===== src/hdl/spll_map.vh =====
// Operation
// - frequencies held as 48-bit over 16-bit fraction
// - select direct crystal or internal doubler
// - feedback divider accepts integers 108 through 556
// - reset loads controls from OTP or EEPROM
// - controls writable over host port once loading has finished
// - lock limits derived from configuration automatically
// - loss-of-lock alarm readable and routable to GPIO
`ifndef SPLL_MAP_VH
`define SPLL_MAP_VH

// register byte offsets
`define SPLL_CTRL_OFS 8'h00
`define SPLL_STATUS_OFS 8'h04
`define SPLL_GPIO_OFS 8'h08
`define SPLL_REFM_LO_OFS 8'h0C
`define SPLL_REFM_HI_OFS 8'h10
`define SPLL_REFN_OFS 8'h14

// control fields
`define SPLL_CTRL_DBL_BIT 0
`define SPLL_CTRL_DIV_LSB 16
`define SPLL_CTRL_DIV_MSB 25
`define SPLL_DIV_W 10
`define SPLL_DIV_MIN 10'h06C
`define SPLL_DIV_MAX 10'h22C
`define SPLL_DIV_RESET 10'h0C8
`define SPLL_DBL_RESET 1'b0

// status fields
`define SPLL_STAT_LOL_BIT 0
`define SPLL_STAT_DONE_BIT 1
`define SPLL_STAT_SRC_LSB 2
`define SPLL_STAT_REJ_BIT 4

// gpio routing fields
`define SPLL_GPIO_SEL_BIT 0
`define SPLL_GPIO_VAL_BIT 1

// frequency fraction widths and reset value (25 MHz / 1)
`define SPLL_M_W 48
`define SPLL_N_W 16
`define SPLL_REFM_RESET 48'h0000_017D_7840
`define SPLL_REFN_RESET 16'h0001

// config sources
`define SPLL_SRC_NONE 2'h0
`define SPLL_SRC_OTP 2'h1
`define SPLL_SRC_EE 2'h2

// control voltage monitor
`define SPLL_VC_W 8
`define SPLL_VC_MARGIN 8'h20

`endif


===== src/hdl/spll_lock_mon.v =====
`timescale 1ns/1ps
`include "spll_map.vh"

module spll_lock_mon #(
	parameter VC_W = `SPLL_VC_W
) (
	// clock and reset
	input wire clk_sys,
	input wire rst_n,
	// configuration
	input wire doubler_en,
	input wire [`SPLL_DIV_W-1:0] fb_div,
	// synchronised control voltage code
	input wire [VC_W-1:0] vc_code,
	// result
	output reg loss_of_lock
);
	// window centre scales with the divider, shifted down when doubled
	wire [VC_W-1:0] centre;
	wire [VC_W:0] lo_raw;
	wire [VC_W:0] hi_raw;
	wire [VC_W-1:0] lim_lo;
	wire [VC_W-1:0] lim_hi;

	assign centre = doubler_en ? fb_div[VC_W+1:2] - {1'b0, fb_div[VC_W+1:3]} :
		fb_div[VC_W+1:2];
	assign lo_raw = {1'b0, centre} - {1'b0, `SPLL_VC_MARGIN};
	assign hi_raw = {1'b0, centre} + {1'b0, `SPLL_VC_MARGIN};
	// clamp instead of wrapping, so extreme dividers still get a usable window
	assign lim_lo = lo_raw[VC_W] ? {VC_W{1'b0}} : lo_raw[VC_W-1:0];
	assign lim_hi = hi_raw[VC_W] ? {VC_W{1'b1}} : hi_raw[VC_W-1:0];

	always @(posedge clk_sys or negedge rst_n) begin
		if (!rst_n) begin
			loss_of_lock <= 1'b1;
		end else begin
			// live level: follows the window every cycle
			loss_of_lock <= (vc_code < lim_lo) || (vc_code > lim_hi);
		end
	end
endmodule


===== src/hdl/spll_ctrl.v =====
`timescale 1ns/1ps
`include "spll_map.vh"

module spll_ctrl (
	// clock and reset
	input wire clk_sys,
	input wire rst_n,
	// apb slave
	input wire psel,
	input wire penable,
	input wire pwrite,
	input wire [7:0] paddr,
	input wire [31:0] pwdata,
	output reg [31:0] prdata,
	output reg pready,
	output reg pslverr,
	// otp source
	input wire otp_en,
	input wire otp_valid,
	input wire otp_doubler,
	input wire [`SPLL_DIV_W-1:0] otp_fb_div,
	// eeprom loader
	input wire ee_en,
	output reg ee_req,
	input wire ee_done,
	input wire ee_valid,
	input wire ee_doubler,
	input wire [`SPLL_DIV_W-1:0] ee_fb_div,
	// analog pll side
	output reg pll_doubler_en,
	output reg [`SPLL_DIV_W-1:0] pll_fb_div,
	input wire [`SPLL_VC_W-1:0] pll_vc_code,
	// status outputs
	output reg lol_alarm,
	output reg gpio_status
);
	localparam ST_START = 4'b0001;
	localparam ST_EE_REQ = 4'b0010;
	localparam ST_EE_WAIT = 4'b0100;
	localparam ST_RUN = 4'b1000;

	reg [3:0] state;
	reg [3:0] next_state;
	reg [1:0] cfg_src;
	reg div_reject;
	reg gpio_sel;
	reg gpio_val;
	reg [`SPLL_M_W-1:0] ref_m;
	reg [`SPLL_N_W-1:0] ref_n;
	reg [`SPLL_VC_W-1:0] vc_meta;
	reg [`SPLL_VC_W-1:0] vc_sync;
	wire lol_live;
	wire setup;
	wire wr_take;
	wire div_ok;
	wire [`SPLL_DIV_W-1:0] wr_div;
	reg addr_ok;
	reg [31:0] next_rdata;

	assign setup = psel && !penable;
	assign wr_take = psel && penable && pready && pwrite && !pslverr;
	assign wr_div = pwdata[`SPLL_CTRL_DIV_MSB:`SPLL_CTRL_DIV_LSB];
	assign div_ok = (wr_div >= `SPLL_DIV_MIN) && (wr_div <= `SPLL_DIV_MAX);

	// analog code is asynchronous; a code settling over many cycles makes
	// multi-bit skew harmless
	always @(posedge clk_sys or negedge rst_n) begin
		if (!rst_n) begin
			vc_meta <= {`SPLL_VC_W{1'b0}};
			vc_sync <= {`SPLL_VC_W{1'b0}};
		end else begin
			vc_meta <= pll_vc_code;
			vc_sync <= vc_meta;
		end
	end

	spll_lock_mon #(
		.VC_W(`SPLL_VC_W)
	) u_lock_mon (
		.clk_sys(clk_sys),
		.rst_n(rst_n),
		.doubler_en(pll_doubler_en),
		.fb_div(pll_fb_div),
		.vc_code(vc_sync),
		.loss_of_lock(lol_live)
	);

	// configuration load sequence
	always @* begin
		next_state = state;
		case (state)
			ST_START: begin
				if (otp_en && otp_valid) begin
					next_state = ST_RUN;
				end else if (ee_en) begin
					next_state = ST_EE_REQ;
				end else begin
					next_state = ST_RUN;
				end
			end
			ST_EE_REQ: begin
				next_state = ST_EE_WAIT;
			end
			ST_EE_WAIT: begin
				if (ee_done) begin
					next_state = ST_RUN;
				end
			end
			ST_RUN: begin
				next_state = ST_RUN;
			end
			default: begin
				next_state = ST_START;
			end
		endcase
	end

	always @(posedge clk_sys or negedge rst_n) begin
		if (!rst_n) begin
			state <= ST_START;
			ee_req <= 1'b0;
			cfg_src <= `SPLL_SRC_NONE;
			pll_doubler_en <= `SPLL_DBL_RESET;
			pll_fb_div <= `SPLL_DIV_RESET;
			div_reject <= 1'b0;
		end else begin
			state <= next_state;
			ee_req <= (next_state == ST_EE_REQ) || (next_state == ST_EE_WAIT);
			if (state == ST_START && otp_en && otp_valid) begin
				pll_doubler_en <= otp_doubler;
				pll_fb_div <= otp_fb_div;
				cfg_src <= `SPLL_SRC_OTP;
			end else if (state == ST_EE_WAIT && ee_done && ee_valid) begin
				// contents without a valid mark leave the defaults in place
				pll_doubler_en <= ee_doubler;
				pll_fb_div <= ee_fb_div;
				cfg_src <= `SPLL_SRC_EE;
			end else if (state == ST_RUN && wr_take && paddr == `SPLL_CTRL_OFS) begin
				// host reconfiguration only once loading has finished
				if (div_ok) begin
					pll_doubler_en <= pwdata[`SPLL_CTRL_DBL_BIT];
					pll_fb_div <= wr_div;
					div_reject <= 1'b0;
				end else begin
					div_reject <= 1'b1;
				end
			end
		end
	end

	// software registers
	always @(posedge clk_sys or negedge rst_n) begin
		if (!rst_n) begin
			gpio_sel <= 1'b0;
			gpio_val <= 1'b0;
			ref_m <= `SPLL_REFM_RESET;
			ref_n <= `SPLL_REFN_RESET;
		end else if (wr_take) begin
			case (paddr)
				`SPLL_GPIO_OFS: begin
					gpio_sel <= pwdata[`SPLL_GPIO_SEL_BIT];
					gpio_val <= pwdata[`SPLL_GPIO_VAL_BIT];
				end
				`SPLL_REFM_LO_OFS: begin
					ref_m[31:0] <= pwdata;
				end
				`SPLL_REFM_HI_OFS: begin
					ref_m[`SPLL_M_W-1:32] <= pwdata[`SPLL_M_W-33:0];
				end
				`SPLL_REFN_OFS: begin
					ref_n <= pwdata[`SPLL_N_W-1:0];
				end
				default: begin
					ref_n <= ref_n;
				end
			endcase
		end
	end

	// read mux and address decode
	always @* begin
		next_rdata = 32'h0000_0000;
		addr_ok = 1'b1;
		case (paddr)
			`SPLL_CTRL_OFS: begin
				next_rdata[`SPLL_CTRL_DBL_BIT] = pll_doubler_en;
				next_rdata[`SPLL_CTRL_DIV_MSB:`SPLL_CTRL_DIV_LSB] = pll_fb_div;
			end
			`SPLL_STATUS_OFS: begin
				next_rdata[`SPLL_STAT_LOL_BIT] = lol_alarm;
				next_rdata[`SPLL_STAT_DONE_BIT] = (state == ST_RUN);
				next_rdata[`SPLL_STAT_SRC_LSB+1:`SPLL_STAT_SRC_LSB] = cfg_src;
				next_rdata[`SPLL_STAT_REJ_BIT] = div_reject;
			end
			`SPLL_GPIO_OFS: begin
				next_rdata[`SPLL_GPIO_SEL_BIT] = gpio_sel;
				next_rdata[`SPLL_GPIO_VAL_BIT] = gpio_val;
			end
			`SPLL_REFM_LO_OFS: begin
				next_rdata = ref_m[31:0];
			end
			`SPLL_REFM_HI_OFS: begin
				next_rdata[`SPLL_M_W-33:0] = ref_m[`SPLL_M_W-1:32];
			end
			`SPLL_REFN_OFS: begin
				next_rdata[`SPLL_N_W-1:0] = ref_n;
			end
			default: begin
				addr_ok = 1'b0;
			end
		endcase
	end

	// zero-wait answer: data and ready are registered in the setup cycle
	always @(posedge clk_sys or negedge rst_n) begin
		if (!rst_n) begin
			prdata <= 32'h0000_0000;
			pready <= 1'b0;
			pslverr <= 1'b0;
		end else begin
			pready <= setup;
			pslverr <= setup && !addr_ok;
			if (setup && !pwrite) begin
				prdata <= next_rdata;
			end
		end
	end

	// alarm and gpio source
	always @(posedge clk_sys or negedge rst_n) begin
		if (!rst_n) begin
			lol_alarm <= 1'b1;
			gpio_status <= 1'b0;
		end else begin
			lol_alarm <= lol_live;
			gpio_status <= gpio_sel ? lol_live : gpio_val;
		end
	end
endmodule


===== config.mk =====
export PLATFORM = sky130hd
export DESIGN_NAME = spll_ctrl
export DESIGN_NICKNAME = d
export VERILOG_FILES = /design/src/hdl/spll_lock_mon.v /design/src/hdl/spll_ctrl.v
export VERILOG_INCLUDE_DIRS = /design/src /design/src/hdl
export SDC_FILE = /design/constraint.sdc
export NUM_CORES = 1
export LEC_CHECK = 0
export BUFFER_PORTS_ARGS = -buffer_cell sky130_fd_sc_hd__buf_4
export CORE_UTILIZATION = 40
export DETAILED_ROUTE_END_ITERATION = 10
export PLACE_DENSITY_LB_ADDON = 0.2
export SETUP_SLACK_MARGIN = 0.15
export SLEW_MARGIN = 0
export SYNTH_ARGS = -nofsm -noshare
export SYNTH_HDL_FRONTEND = slang
export SYNTH_HIERARCHICAL = 1
export SYNTH_SLANG_ARGS = --single-unit
export TNS_END_PERCENT = 30

===== constraint.sdc =====
create_clock -name clk_sys -period 6.8 [get_ports clk_sys]
set_input_delay 0.34 -clock clk_sys [delete_from_list [all_inputs] [get_ports clk_sys]]
set_output_delay 0.34 -clock clk_sys [all_outputs]
set_load 0.01 [all_outputs]

-- Word level (Yosys, flattened, before mapping)
Cells that the tools add are included.
- shift-type cells: 0
- eq/ne operators: 11
- mux-type cells: 26
- bitwise logic cells: 2
- div/mod/pow operators: 0
- reductions and logical operators: 32
- add/sub/neg operators: 3
- order comparisons: 4
- multipliers: 0
- operators with widths (cell ; count):
    $mux 10 ; 4
    $pmux 11 s3 ; 1
    $mux 8 ; 3
    $pmux 10 s2 ; 1
    $eq 8x4->1 const B ; 2
    $eq 8x5->1 const B ; 2
    $pmux 4 s4 ; 1
    $logic_and 1x1->1 ; 15
    $mux 4 ; 3
    $pmux 3 s4 ; 1
    $ge 10x7->1 const B ; 1
    $le 10x10->1 const B ; 1
    $reduce_and 2->1 ; 5
    $add 8x6->9 const B ; 1
    $sub 8x6->9 const B ; 1
    $eq 4x2->1 const B ; 2
    $eq 4x3->1 const B ; 2
    $eq 8x3->1 const B ; 1
    $gt 8x8->1 ; 1
    $logic_not 8->1 ; 1
    $lt 8x8->1 ; 1
    $sub 8x7->8 ; 1
    $mux 1 ; 7
    $mux 6 ; 1
    other kinds (12) ; 19
- memories kept: 0
- bits in read-only memories: 0
- memory bits (writable): 0
- bits in registers: 138
- output and inout port bits: 48
- bits in latches: 0
- input bits: 80
- word-level logic and storage cells: 97

-- Longest topological paths before layout
Gate-level depths: netlist of the first run.
- depth in word-level cells: 9
- mapped depth: 17
- gate-level depth less buffers: 16

-- Cells and area by module
Netlist of the first run, hierarchy kept.
- by module, submodules not included (module ; sequential area each (sq um) ; area each (sq um) ; cells an instance ; instances):
    spll_ctrl ; 3450.8 ; 5863.1 ; 479 ; 1
    spll_lock_mon ; 26.3 ; 937.1 ; 120 ; 1

-- Worst setup path before layout of the first run
Ideal clock, no wire load.
- kind: register -> register
- start: register pll_fb_div[3]
- end: register u_lock_mon.loss_of_lock
- data arrival time: 3529 ps
- slack: 3191 ps
- setup time: 80 ps
- data required time: 6720 ps
- clock period less this slack: 3609 ps
- stages on the path, launching flop included: 16
- buffers on the path: 1
- cells stage by stage: dfstp_2 ha_1 inv_1 fa_1 a211oi_1 nor3_1 or3_4 nand3b_4 or2_1 clkbuf_1 nand2_1 ha_1 o21a_1 o21ai_0 or4_1 a32o_1
- cells in the longest elaborated chain, start to end: 6
- elaborated cells between the ends (all ways): 9
- classes of those cells: 3 x add/sub; 2 x order compare; 3 x mux; 1 x reduce/logical
- RTL lines (item ; RTL line ; RTL):
    start, declared ; spll_ctrl.v:31 ; output reg [`SPLL_DIV_W-1:0] pll_fb_div,
    start signal, assigned ; spll_ctrl.v:124 ; pll_fb_div <= `SPLL_DIV_RESET;
    start signal, assigned ; spll_ctrl.v:131 ; pll_fb_div <= otp_fb_div;
    start signal, assigned ; spll_ctrl.v:136 ; pll_fb_div <= ee_fb_div;
    $sub 8x7->8 ; spll_lock_mon.v:25 ; assign centre = doubler_en ? fb_div[VC_W+1:2] - {1'b0, fb_div[VC_W+1:3]} :
    $mux 8 (*) ; spll_lock_mon.v:25 ;
    $sub 8x6->9 / $add 8x6->9 (equally long branches) ; spll_lock_mon.v:27, spll_lock_mon.v:28 ;
    $mux 8, on equally long branches ; spll_lock_mon.v:30, spll_lock_mon.v:31 ;
    $lt 8x8->1 / $gt 8x8->1 (equally long branches) ; spll_lock_mon.v:38 ; loss_of_lock <= (vc_code < lim_lo) || (vc_code > lim_hi);
    $logic_or 1x1->1 (*) ; spll_lock_mon.v:38 ;
    end signal, assigned ; spll_lock_mon.v:38 ;
    end, declared ; spll_lock_mon.v:16 ; output reg loss_of_lock
Every way passes the cells marked *; elsewhere a longest branch is shown, timed or not.
A chain may end at the register's enable or synchronous reset.

-- Worst setup path after layout of the first run
Same ends and word-level chain as after synthesis.

==> results of run 1 <==
-- logic make-up (layout without fill, tap and decap cells) --
| kind of cell | Yosys count | in the layout | synth area share, % |
|---|---|---|---|
| buffers and inverters | 44 | 179 | 2.83 |
| adder cells (fa/ha/maj) | 24 | 24 | 4.53 |
| flip-flops | 138 | 138 | 51.1 |
| multiplexers | 113 | 113 | 18.6 |
| AND/OR/NAND/NOR | 163 | 163 | 11.9 |
| AO/OA/AOI/OAI | 113 | 113 | 10.4 |
| XOR/XNOR | 4 | 4 | 0.515 |
-- power groups by stage --
stage               Combinational [mW]  Sequential (mW)  Clock (mW)
finish                            1.20            0.998       0.983
global placement                  1.17             1.00           0
floorplan                        0.878            0.985           0
CTS                               1.21            0.999        1.00
detailed placement                1.20             1.01           0
global route                      1.36             1.01        1.04
-- cell type report --
type,count,area (um^2)
clock buffers,21,470
clock inverters,11,168
fillers,1535,8000
inverters,15,56.3
multi-input cells,417,3140
flip-flops and latches,138,3480
well taps,220,275
repair buffers,132,997
-- layout by cell type (no fill, tap or decap), types with 4 or more instances in the layout --
cell,instances
sky130_fd_sc_hd__nand2_1,63
sky130_fd_sc_hd__nor3_1,10
sky130_fd_sc_hd__mux2i_1,28
sky130_fd_sc_hd__nand3_1,11
sky130_fd_sc_hd__dfrtp_1,119
sky130_fd_sc_hd__a22oi_1,13
sky130_fd_sc_hd__nor2_1,39
sky130_fd_sc_hd__bufinv_16,4
sky130_fd_sc_hd__o21ai_0,31
sky130_fd_sc_hd__nor2b_1,4
sky130_fd_sc_hd__mux2_1,56
sky130_fd_sc_hd__nand2b_1,7
sky130_fd_sc_hd__a21oi_1,41
sky130_fd_sc_hd__a21o_1,6
sky130_fd_sc_hd__ha_1,23
sky130_fd_sc_hd__mux2_2,25
sky130_fd_sc_hd__inv_1,15
sky130_fd_sc_hd__clkbuf_16,17
sky130_fd_sc_hd__dfstp_2,19
sky130_fd_sc_hd__buf_4,130
-- registers in the layout, summed over array words and instances, names as in the netlist, 2 cells and up --
register	count
ref_m	48
cfg_src	2
vc_meta	8
state	4
ref_n	16
pll_fb_div	10
prdata	32
vc_sync	8
-- routing by layer --
metal  up-vias  part of all wire, %  GRT usage (%)
met5         -                    0              0
met4         0                  1.4           6.58
met3        10                  5.5           4.81
met2       125                   49           33.7
met1      2456                   44           26.5
li1       2384                    -              -
-- worst min path at each step --
stage	endpoint	cells past startpoint	startpoint	slack (ps)
final	vc_meta[6]$_DFF_PN0_	1	pll_vc_code[6]	30
after global routing	vc_meta[6]$_DFF_PN0_	1	pll_vc_code[6]	8
after CTS	vc_meta[6]$_DFF_PN0_	1	pll_vc_code[6]	10
after detailed placement	vc_sync[3]$_DFF_PN0_	0	vc_meta[3]$_DFF_PN0_	330
after global placement	vc_sync[4]$_DFF_PN0_	0	vc_meta[4]$_DFF_PN0_	330
after floorplan	cfg_src[0]$_DFFE_PN0P_	0	rst_n	40
-- metrics by stage --
step	setup slack, ps	cells	utilization (%)	total power [mW]
6_report	2990	954	51.8	3.18
5_1_grt	2830	954	51.8	3.41
4_1_cts	3030	954	51.8	3.21
3_5_place_dp	3020	921	47.9	2.21
3_3_place_gp	3090	921	47.9	2.18
2_1_floorplan	3190	599	-	1.86
==> insert_results.sql, run 1 <==
INSERT INTO impl_metrics (metric_group, metric, value, unit) VALUES
('floorplan', 'overall_die_area', '0.0175', 'mm^2'),
('place', 'place_area', '0.00794', 'mm^2'),
('clock_network', 'cts_max_level', '4', ''),
('floorplan', 'die_w', '132', 'um'),
('job', 'drv_cap', '0', ''),
('floorplan', 'placeableCoreArea', '0.0166', 'mm^2'),
('floorplan', 'top_level_ports', '128', ''),
('worst_setup_path', 'worstPathRequired', '7140', 'ps'),
('synth', 'ys_warn_count', '6', ''),
('clock_network', 'cts_inserted_buffers', '17', ''),
('synth', 'synthCells', '599', ''),
('synth', 'synth-edff-count', '0', ''),
('routing', 'dr_total_vias', '4975', ''),
('global_routing', 'globalRouteOverflowTotal', '0', ''),
('routing', 'drtIter0Drc', '185', ''),
('place', 'dpl.hpwl', '12000', 'um'),
('clock_network', 'cts_max_path_buffers', '2', ''),
('routing', 'detail-route-antenna-nets', '0', ''),
('clock_network', 'post_cts_buffers', '0', ''),
('run_status', 'status', 'finished, final reports clean', ''),
('pwr', 'power_switching', '1.07', 'mW'),
('pwr', 'switching_share', '33.6', '%'),
('worst_setup_path', 'timing.critical_path.to', 'u_lock_mon/loss_of_lock$_DFF_PN1_', ''),
('worst_setup_path', 'reg2reg_slack', '2990', 'ps'),
('synth', 'synth_commonest_cells', '119 x sky130_fd_sc_hd__dfrtp_1, 63 x sky130_fd_sc_hd__nand2_1, 56 x sky130_fd_sc_hd__mux2_1, 41 x sky130_fd_sc_hd__a21oi_1, 39 x sky130_fd_sc_hd__nor2_1', ''),
('pwr', 'power_per_cell_area', '371', 'mW/mm^2'),
('worst_setup_path', 'path_class', 'reg2reg', ''),
('worst_setup_path', 'critical_path.top_delay_family', 'simple AND/OR/NAND/NOR gates', ''),
('worst_setup_path', 'r2r-end', 'u_lock_mon/loss_of_lock$_DFF_PN1_', ''),
('synth', 'yosys_register_bits', '138', ''),
('pwr', 'combinationalPowerShare', '37.8', '%'),
('sta', 'relSlewSlack', '21.7', '%'),
('global_routing', 'grt_pass1_wl', '27600', 'um'),
('routing', 'detail_routed_via_count_per_cell', '5.21', ''),
('worst_setup_path', 'count_of_cell_instances_traversed_by_the_critical_path', '14', ''),
('global_routing', 'antenna_found_initial', '0', ''),
('floorplan', 'start_util', '41.0', '%'),
('worst_setup_path', 'crit_buf_inv', '1', ''),
('pwr', 'power.ir.vdd_worst', '0.000210', 'V'),
('floorplan', 'number_of_rows_in_the_core_area', '47', ''),
('worst_setup_path', 'worst_r2r_path_depth', '14', ''),
('worst_setup_path', 'timing.critical_path.slowest_cell_delay', '620', 'ps'),
('cells_and_area', 'antenna_cells_inserted', '0', ''),
('cells_and_area', 'final_nets', '825', ''),
('sta', 'max_freq', '262', 'MHz'),
('pwr', 'clockPowerShare', '30.9', '%'),
('pwr', 'power.sequential.fraction', '31.4', '%'),
('sta', 'max_slew.worst_pin.slew', '1170', 'ps'),
('worst_setup_path', 'cpMaxStageDelayCell', 'sky130_fd_sc_hd__dfstp_2', ''),
('clock_network', 'ctsHoldBuffers', '1', ''),
('pwr', 'static-leakage-power', '4.31', 'nW'),
('synth', 'post-synth-top-area-cell', 'sky130_fd_sc_hd__dfrtp_1', ''),
('worst_setup_path', 'setup.worst_path.end_class', 'flip-flop', ''),
('routing', 'dr.pass1.iters', '4', ''),
('synth', 'synth_largest_type_area_fraction', '43.8', '%'),
('sta', 'final.period_utilization', '56.1', '%'),
('clock_network', 'ctsRootBufferMaster', 'sky130_fd_sc_hd__clkbuf_16', ''),
('worst_setup_path', 'critPathLaunchType', 'flip-flop', ''),
('global_routing', 'grt_util_all_layers', '20.4', '%'),
('place', 'io_buffer_count', '127', ''),
('synth', 'synthMostInstantiatedCell', 'sky130_fd_sc_hd__dfrtp_1', ''),
('synth', 'synth_area_leaders', 'sky130_fd_sc_hd__dfrtp_1 44%, sky130_fd_sc_hd__mux2_1 9.3%, sky130_fd_sc_hd__dfstp_2 7.3%, sky130_fd_sc_hd__ha_1 4.2%, sky130_fd_sc_hd__mux2_2 4.1%', ''),
('worst_setup_path', 'crit_fanout', '8', ''),
('global_routing', 'grt_pass1_vias', '5321', ''),
('cells_and_area', 'final_std_cell_area_no_fill', '0.00859', 'mm^2'),
('floorplan', 'die_y', '132', 'um'),
('worst_setup_path', 'most_frequent_cell_on_the_critical_path', 'sky130_fd_sc_hd__ha_1', ''),
('synth', 'main_flop_type_after_synthesis', 'sky130_fd_sc_hd__dfrtp_1', ''),
('routing', 'routed_wirelength', '16800', 'um'),
('sta', 'hold_violation_total_from_the_final_report', '0', ''),
('clock_network', 'post_cts_resized', '0', '');
Power figures use the tool's default switching activity.
==> inputs of run 2 (changes only) <==
==> constraint.sdc (replaced) <==
create_clock -name clk_sys -period 3.1 [get_ports clk_sys]
set_input_delay 0.155 -clock clk_sys [delete_from_list [all_inputs] [get_ports clk_sys]]
set_output_delay 0.155 -clock clk_sys [all_outputs]
set_load 0.01 [all_outputs]
==> run 2 against run 1 <==
The flow now finishes with violations (negative setup slack). Global-route usage increased by 0.92 points. Largest power group unchanged. Clock-buffer cell count decreased by 2. Hold slack got worse by 20 ps. Maximum frequency increased by 14%. Sequential power increased by 110%. Sequential share of layout area decreased by 2.6 points. Die area unchanged. Clock skew decreased by 0.62 ps. Via count increased by 6.6%. Clock power increased by 85%. Cell count increased by 7.5%. Critical path depth decreased by 1.
==> insert_results.sql, run 2 (synthesized netlist as in run 1, its figures left out) <==
INSERT INTO impl_metrics (metric_group, metric, value, unit) VALUES
('run_status', 'status', 'complete, but fails checks', ''),
('run_status', 'violated_checks', 'negative setup slack', ''),
('floorplan', 'placeableCoreArea', '0.0166', 'mm^2'),
('floorplan', 'number_of_rows_in_the_core_area', '47', ''),
('clock_network', 'tritoncts', 'yes', ''),
('sta', 'max_slew.worst_pin.slew', '893', 'ps'),
('place', 'io_buffer_count', '127', ''),
('worst_setup_path', 'worst_r2r_path_depth', '13', ''),
('worst_setup_path', 'crit_fanout', '3', ''),
('global_routing', 'antenna_found_initial', '0', ''),
('cells_and_area', 'final_cell_mix', '167 x sky130_fd_sc_hd__buf_4, 119 x sky130_fd_sc_hd__dfrtp_1, 63 x sky130_fd_sc_hd__nand2_1', ''),
('clock_network', 'post_cts_buffers', '0', ''),
('cells_and_area', 'layout-drive-gt1-share', '33.9', '%'),
('pwr', 'switching_share', '35.4', '%'),
('cells_and_area', 'commonest_non_fill_non_tap_cell_in_the_layout', 'sky130_fd_sc_hd__buf_4', ''),
('min_path', 'worstHoldEndpoint', 'ref_m[18]$_DFFE_PN1P_', ''),
('pwr', 'power.ir.vdd_worst', '0.000503', 'V'),
('pwr', 'static-leakage-power', '4.58', 'nW'),
('global_routing', 'grt_util_all_layers', '21.3', '%'),
('clock_network', 'number_of_sinks_driven_by_the_clock_tree', '138', ''),
('clock_network', 'cts_inserted_buffers', '17', ''),
('clock_network', 'clock_insertion_delay_worst_skew', '420', 'ps'),
('cells_and_area', 'largest-register', 'ref_m', ''),
('routing', 'dr.pass1.iters', '4', ''),
('pwr', 'power_switching', '2.58', 'mW'),
('routing', 'drc_errors', '0', ''),
('cells_and_area', 'largest_register_ff_count', '48', ''),
('global_routing', 'globalRouteOverflowTotal', '0', ''),
('worst_setup_path', 'path_class', 'reg2reg', ''),
('routing', 'routed_wirelength', '17400', 'um'),
('clock_network', 'cts_max_level', '4', ''),
('sta', 'timing.final.crit_period', '3340', 'ps'),
('sta', 'relSlewSlack', '40.5', '%'),
('worst_setup_path', 'critPathArrivalTime', '3690', 'ps'),
('floorplan', 'die_w', '132', 'um'),
('floorplan', 'overall_die_area', '0.0175', 'mm^2'),
('worst_setup_path', 'r2r-end', 'u_lock_mon/loss_of_lock$_DFF_PN1_', ''),
('min_path', 'min-delay-path-class', 'in2reg', ''),
('cells_and_area', 'relative_area_change_from_synthesis_to_final_layout', '35.0', '%'),
('worst_setup_path', 'reg2reg_slack', '-240', 'ps'),
('global_routing', 'grt_pass1_wl', '29100', 'um'),
('clock_network', 'ctsRootBufferMaster', 'sky130_fd_sc_hd__clkbuf_16', ''),
('sta', 'max_slew_violation_count', '0', ''),
('routing', 'wire_per_inst', '17.0', 'um'),
('sta', 'max_freq', '299', 'MHz'),
('pwr', 'power.sequential.fraction', '29.1', '%'),
('worst_setup_path', 'critPathLaunchType', 'flip-flop', ''),
('clock_network', 'cts_max_path_buffers', '2', ''),
('pwr', 'power_per_cell_area', '794', 'mW/mm^2'),
('worst_setup_path', 'worstPathRequired', '3450', 'ps'),
('cells_and_area', 'fillerInstances', '1468', ''),
('routing', 'detail-route-antenna-nets', '0', ''),
('routing', 'drtIter0Drc', '230', ''),
('routing', 'dr_total_vias', '5304', ''),
('job', 'drv_cap', '0', ''),
('cells_and_area', 'antenna_cells_inserted', '0', ''),
('worst_setup_path', 'crit_reg_reg_startpoint', 'pll_fb_div[3]$_DFFE_PN1P_', ''),
('floorplan', 'start_util', '41.0', '%'),
('cells_and_area', 'final_nets', '897', ''),
('floorplan', 'top_level_ports', '128', ''),
('sta', 'final_setup_violation_count', '1', ''),
('clock_network', 'clock_input_transition_at_the_sequential_cells_of_the_worst_setup_and_hold_paths', '60', 'ps'),
('min_path', 'worst_hold_path.num_cells', '2', ''),
('global_routing', 'grt_max_degree', '80', ''),
('sta', 'rsz_0062_raised_after_global_routing', 'true', ''),
('sta', 'final.period_utilization', '108', '%'),
('pwr', 'clockPowerShare', '25.0', '%'),
('cells_and_area', 'multi_input_area', '0.00320', 'mm^2'),
('place', 'gp_congestion', '0.819', ''),
('sta', 'hold_violation_total_from_the_final_report', '0', ''),
('routing', 'detail_routed_via_count_per_cell', '5.17', ''),
('place', 'placement.setup.worst_slack', '-303', 'ps'),
('sta', 'final_critical_path_setup_slack', '-242', 'ps'),
('cells_and_area', 'sequential_cell_area', '0.00348', 'mm^2'),
('place', 'dpl.hpwl', '12500', 'um'),
('sta', 'whs', '14.0', 'ps'),
('min_path', 'min_from', 'pwdata[18]', ''),
('pwr', 'p_int', '4.71', 'mW'),
('floorplan', 'die_y', '132', 'um'),
('global_routing', 'grt_pass1_vias', '5582', ''),
('worst_setup_path', 'setup.worst_path.end_class', 'flip-flop', ''),
('pwr', 'combinationalPowerShare', '45.9', '%'),
('sta', 'final.setup_skew', '14.2', 'ps'),
('cells_and_area', 'top_registers', 'ref_m x48, prdata x32, ref_n x16', '');
## run 2: layout make-up
class	count	area share, %
sequential	138	37.9
clock buffer	19	4.72
tap	220	3.00
clock inverter	13	1.08
timing repair buffer	204	17.8
inverter	15	0.613
multi-input combinational	417	34.9
## run 2: routing by layer
metal / global-route usage [%] / share of wire (%)
met1: 27.5 / 45
met3: 4.27 / 4.0
met2: 35.1 / 49
met5: 0 / 0
met4: 8.75 / 2.2
## run 2: worst max-delay path by stage
stage,start,endpoint,slack (ps),cells after the start
4_1_cts,pll_fb_div[3]$_DFFE_PN1P_,u_lock_mon/loss_of_lock$_DFF_PN1_,-230,13
5_1_grt,pll_fb_div[3]$_DFFE_PN1P_,u_lock_mon/loss_of_lock$_DFF_PN1_,-390,13
3_5_place_dp,pll_fb_div[7]$_DFFE_PN1P_,u_lock_mon/loss_of_lock$_DFF_PN1_,-300,13
6_report,pll_fb_div[3]$_DFFE_PN1P_,u_lock_mon/loss_of_lock$_DFF_PN1_,-240,13
2_1_floorplan,pll_fb_div[3]$_DFFE_PN1P_,u_lock_mon/loss_of_lock$_DFF_PN1_,-340,15
3_3_place_gp,pll_fb_div[3]$_DFFE_PN1P_,u_lock_mon/loss_of_lock$_DFF_PN1_,-250,14
## run 2: power groups by stage
stage	clock network (mW)	logic [mW]	registers [mW]
finish	1.82	3.35	2.12
global route	1.94	3.73	2.14
CTS	1.86	3.29	2.12
detailed placement	0	3.17	2.15
global placement	0	3.08	2.15
floorplan	0	1.95	2.17
## run 2: critical path, stage by stage (launching register included)
cell                       delay [ps]
sky130_fd_sc_hd__dfstp_2          550
sky130_fd_sc_hd__ha_4             130
sky130_fd_sc_hd__inv_1             50
sky130_fd_sc_hd__fa_2             370
sky130_fd_sc_hd__a211oi_4         240
sky130_fd_sc_hd__nor3_2            50
sky130_fd_sc_hd__or3_4            390
sky130_fd_sc_hd__buf_4            160
sky130_fd_sc_hd__xnor2_2          150
sky130_fd_sc_hd__nand2_1           80
sky130_fd_sc_hd__ha_1             300
sky130_fd_sc_hd__nand4_1          110
sky130_fd_sc_hd__or4_1            480
sky130_fd_sc_hd__a32o_1           230
## run 2: what timing repair did
item | in CTS | in global routing
hold buffers | 35 | 0
hold endpoints to repair | 116 | 0
gates resized for setup | 3 | 7
endpoints found under the setup margin | 1 | 1
pin swaps | 2 | 1
## run 2: metrics by stage
| step | total power [mW] | util, % | TNS (ps) | area [um^2] | cells |
|---|---|---|---|---|---|
| 3_5_place_dp | 5.32 | 49.8 | -303 | 8260 | 959 |
| 5_1_grt | 7.81 | 55.3 | -390 | 9180 | 1026 |
| 6_report | 7.29 | 55.3 | -242 | 9180 | 1026 |
| 2_1_floorplan | 4.12 | - | -344 | 6820 | 599 |
| 4_1_cts | 7.27 | 55.2 | -230 | 9150 | 1026 |
| 3_3_place_gp | 5.22 | 49.8 | -255 | 8260 | 959 |
==> inputs of run 3 (changes only) <==
--- a/config.mk
+++ b/config.mk
@@ -14,6 +14,5 @@
 export SLEW_MARGIN = 0
 export SYNTH_ARGS = -nofsm -noshare
 export SYNTH_HDL_FRONTEND = slang
-export SYNTH_HIERARCHICAL = 1
 export SYNTH_SLANG_ARGS = --single-unit
 export TNS_END_PERCENT = 30
==> run 3 against run 2 <==
The run still ends with negative setup slack left. Synthesized area fell by 1.4%. Clock-buffer cell count rose by 3. Clock skew fell by 6.4 ps. Register-to-register slack improved by 120 ps. Combinational power fell by 5%. Maximum frequency rose by 3.7%. Routed wire length fell by 0.50%. Critical endpoint is now u_lock_mon.loss_of_lock$_DFF_PN1_. Largest cell class unchanged.
==> insert_results.sql, run 3 <==
INSERT INTO impl_metrics (metric_group, metric, value, unit) VALUES
('min_path', 'min-delay-path-class', 'in2reg', ''),
('cells_and_area', 'relative_area_change_from_synthesis_to_final_layout', '35.6', '%'),
('synth', 'yosys_register_bits', '138', ''),
('routing', 'dr_total_vias', '5130', ''),
('synth', 'post-synth-top-area-cell', 'sky130_fd_sc_hd__dfrtp_1', ''),
('sta', 'hold_violation_total_from_the_final_report', '0', ''),
('routing', 'dr.pass1.iters', '4', ''),
('sta', 'final_setup_violation_count', '1', ''),
('sta', 'final.setup_skew', '7.80', 'ps'),
('sta', 'final.period_utilization', '104', '%'),
('clock_network', 'clock_insertion_delay_worst_skew', '410', 'ps'),
('synth', 'synth_seq_area_share', '51.8', '%'),
('synth', 'synthCells', '576', ''),
('clock_network', 'clock_input_transition_at_the_sequential_cells_of_the_worst_setup_and_hold_paths', '60', 'ps'),
('global_routing', 'grt_pass1_vias', '5480', ''),
('global_routing', 'antenna_found_initial', '0', ''),
('place', 'dpl.hpwl', '12000', 'um'),
('pwr', 'power_per_cell_area', '825', 'mW/mm^2'),
('global_routing', 'globalRouteOverflowTotal', '0', ''),
('clock_network', 'cts_max_path_buffers', '2', ''),
('cells_and_area', 'sequential_cell_area', '0.00348', 'mm^2'),
('cells_and_area', 'antenna_cells_inserted', '0', ''),
('routing', 'drtIter0Drc', '316', ''),
('cells_and_area', 'fillerInstances', '1427', ''),
('worst_setup_path', 'crit_buf_inv', '2', ''),
('worst_setup_path', 'setup.worst_path.end_class', 'flip-flop', ''),
('floorplan', 'placeableCoreArea', '0.0161', 'mm^2'),
('sta', 'max_slew.worst_pin.slew', '773', 'ps'),
('sta', 'max_slew_violation_count', '0', ''),
('place', 'placement.setup.worst_slack', '-179', 'ps'),
('floorplan', 'die_w', '131', 'um'),
('synth', 'synth_largest_type_area_fraction', '44.4', '%'),
('synth', 'ys_warn_count', '0', ''),
('worst_setup_path', 'reg2reg_slack', '-120', 'ps'),
('routing', 'detail_routed_via_count_per_cell', '5.20', ''),
('clock_network', 'ctsRootBufferMaster', 'sky130_fd_sc_hd__clkbuf_16', ''),
('global_routing', 'grt_pass1_wl', '28900', 'um'),
('clock_network', 'post_cts_buffers', '0', ''),
('cells_and_area', 'largest-register', 'ref_m', ''),
('floorplan', 'overall_die_area', '0.0173', 'mm^2'),
('pwr', 'p_total', '7.51', 'mW'),
('sta', 'final.setup.tns', '-121', 'ps'),
('worst_setup_path', 'critPathLaunchType', 'flip-flop', ''),
('cells_and_area', 'final_std_cell_area_no_fill', '0.00909', 'mm^2'),
('worst_setup_path', 'critPathArrivalTime', '3550', 'ps'),
('worst_setup_path', 'worstPathRequired', '3430', 'ps'),
('worst_setup_path', 'crit_fanout', '5', ''),
('worst_setup_path', 'path_class', 'reg2reg', ''),
('floorplan', 'top_level_ports', '128', ''),
('place', 'place_area', '0.00809', 'mm^2'),
('run_status', 'violated_checks', 'negative setup slack', ''),
('floorplan', 'die_y', '131', 'um'),
('cells_and_area', 'final_cell_mix', '156 x sky130_fd_sc_hd__buf_4, 117 x sky130_fd_sc_hd__dfrtp_1, 67 x sky130_fd_sc_hd__mux2_2', ''),
('synth', 'main_flop_type_after_synthesis', 'sky130_fd_sc_hd__dfrtp_1', ''),
('global_routing', 'grt_util_all_layers', '21.4', '%'),
('synth', 'synth-edff-count', '0', ''),
('job', 'drv_cap', '0', ''),
('clock_network', 'number_of_sinks_driven_by_the_clock_tree', '138', ''),
('worst_setup_path', 'crit_path_cell_trace', 'ha_4 > inv_1 > fa_2 > a211oi_2 > o21ai_1 > xor2_1 > mux2i_4 > buf_6 > xnor2_2 > nor2b_2 > ha_1 > a21o_1 > a21oi_2 > and3b_1 > o22ai_2', ''),
('worst_setup_path', 'timing.critical_path.slowest_cell_delay', '580', 'ps'),
('cells_and_area', 'final_nets', '862', ''),
('cells_and_area', 'largest_register_ff_count', '48', ''),
('sta', 'final_critical_path_setup_slack', '-121', 'ps'),
('pwr', 'static-leakage-power', '4.36', 'nW'),
('place', 'gp_congestion', '0.877', ''),
('worst_setup_path', 'critical_path.top_delay_family', 'adder cells', ''),
('synth', 'async_flop_share', '100', '%'),
('synth', 'synth_area_leaders', 'sky130_fd_sc_hd__dfrtp_1 44%, sky130_fd_sc_hd__mux2_2 11%, sky130_fd_sc_hd__dfstp_2 7.4%, sky130_fd_sc_hd__ha_1 4.3%, sky130_fd_sc_hd__o21ai_0 3.8%', ''),
('sta', 'relSlewSlack', '48.5', '%'),
('worst_setup_path', 'cpMaxStageDelayCell', 'sky130_fd_sc_hd__dfstp_2', ''),
('sta', 'max_freq', '310', 'MHz'),
('pwr', 'power.ir.vdd_worst', '0.000416', 'V'),
('synth', 'post_synth_instance_area', '0.00671', 'mm^2'),
('clock_network', 'tritoncts', 'yes', ''),
('clock_network', 'cts_max_level', '4', ''),
('worst_setup_path', 'worst_r2r_path_depth', '15', ''),
('routing', 'routed_wirelength', '17300', 'um'),
('cells_and_area', 'multi_input_area', '0.00310', 'mm^2'),
('place', 'io_buffer_count', '127', ''),
('synth', 'synth_nets', '680', ''),
('cells_and_area', 'top_registers', 'ref_m x48, prdata x32, ref_n x16', ''),
('worst_setup_path', 'count_of_cell_instances_traversed_by_the_critical_path', '15', ''),
('sta', 'rsz_0062_raised_after_global_routing', 'true', ''),
('routing', 'detail-route-antenna-nets', '0', ''),
('floorplan', 'start_util', '41.6', '%'),
('sta', 'timing.final.crit_period', '3220', 'ps'),
('routing', 'drc_errors', '0', ''),
('synth', 'synth_area_per_cell', '11.6', 'um^2'),
('min_path', 'worst_hold_path.num_cells', '2', ''),
('synth', 'count_of_cell_types_in_the_netlist', '60', ''),
('cells_and_area', 'layout-drive-gt1-share', '40.7', '%'),
('synth', 'synthMostInstantiatedCell', 'sky130_fd_sc_hd__dfrtp_1', ''),
('clock_network', 'cts_inserted_buffers', '17', ''),
('run_status', 'status', 'complete, but fails checks', ''),
('floorplan', 'number_of_rows_in_the_core_area', '46', ''),
('cells_and_area', 'commonest_non_fill_non_tap_cell_in_the_layout', 'sky130_fd_sc_hd__buf_4', ''),
('synth', 'synth_commonest_cells', '119 x sky130_fd_sc_hd__dfrtp_1, 67 x sky130_fd_sc_hd__mux2_2, 63 x sky130_fd_sc_hd__nand2_1, 51 x sky130_fd_sc_hd__o21ai_0, 26 x sky130_fd_sc_hd__a21oi_1', ''),
('routing', 'wire_per_inst', '17.6', 'um'),
('global_routing', 'grt_max_degree', '84', '');
run 3: final timing paths:
| path | to | startpoint |
|---|---|---|
| max | u_lock_mon.loss_of_lock$_DFF_PN1_ | pll_fb_div[3]$_DFFE_PN1P_ |
| min | ref_m[20]$_DFFE_PN1P_ | pwdata[20] |
| max reg2reg | u_lock_mon.loss_of_lock$_DFF_PN1_ | pll_fb_div[3]$_DFFE_PN1P_ |
| min reg2reg | vc_sync[6]$_DFF_PN0_ | vc_meta[6]$_DFF_PN0_ |
| max in group asynchronous | ref_m[13]$_DFFE_PN1P_ | rst_n |
| min in group asynchronous | ref_m[27]$_DFFE_PN0P_ | rst_n |
run 3: area by class of cell:
| class | count | area share, % |
|---|---|---|
| flip-flops and latches | 138 | 38.3 |
| inverters | 15 | 0.619 |
| repair buffers | 192 | 17.0 |
| clock inverters | 10 | 1.79 |
| multi-input cells | 394 | 34.1 |
| well taps | 216 | 2.97 |
| clock buffers | 22 | 5.32 |
run 3: metrics by stage:
stage                     hold WS, ps  std cells  utilization (%)
after floorplan                  -141        576                -
after global placement            258        922             50.2
after detailed placement          266        922             50.2
after CTS                        2.69        987             56.4
after global routing             4.37        987             56.4
final                            17.0        987             56.4
run 3: routing by layer:
| metal | wire length (um) | part of all wire [%] | global-route usage, % |
|---|---|---|---|
| met5 | 0 | 0 | 0 |
| met4 | 274 | 1.6 | 7.11 |
| met3 | 793 | 4.6 | 5.25 |
| met2 | 8420 | 49 | 35.4 |
| met1 | 7860 | 45 | 27.2 |
run 3: power by group:
| group | leakage, nW | internal [mW] | switching [mW] |
|---|---|---|---|
| logic | 2.26 | 1.58 | 1.60 |
| clock network | 0.313 | 1.44 | 0.770 |
| registers | 1.79 | 1.98 | 0.143 |
run 3: kinds of logic after synthesis:
family / Yosys count / share of synthesized area [%]
compound gates: 132 / 12.3
xor+xnor: 6 / 0.784
fa+ha+maj: 24 / 4.59
buf+inv: 44 / 3.56
flops: 138 / 51.8
mux: 96 / 16.4
simple gates: 136 / 10.5
run 3: repair_timing:
action / in CTS / in global routing
setup endpoints to repair: 1 / 1
resized for setup: 9 / 2
hold buffers: 33 / 0
hold endpoints to repair: 129 / 0
pin swaps: 3 / 0
run 3: worst register-to-register path: cells and delay by family (launching register included):
kind	cells	cell delay (ps)
buffers and inverters	2	190
AND/OR/NAND/NOR	2	330
AO/OA/AOI/OAI	5	750
adder cells (fa/ha/maj)	3	770
XOR/XNOR	2	370
multiplexers	1	140
flip-flops	1	580
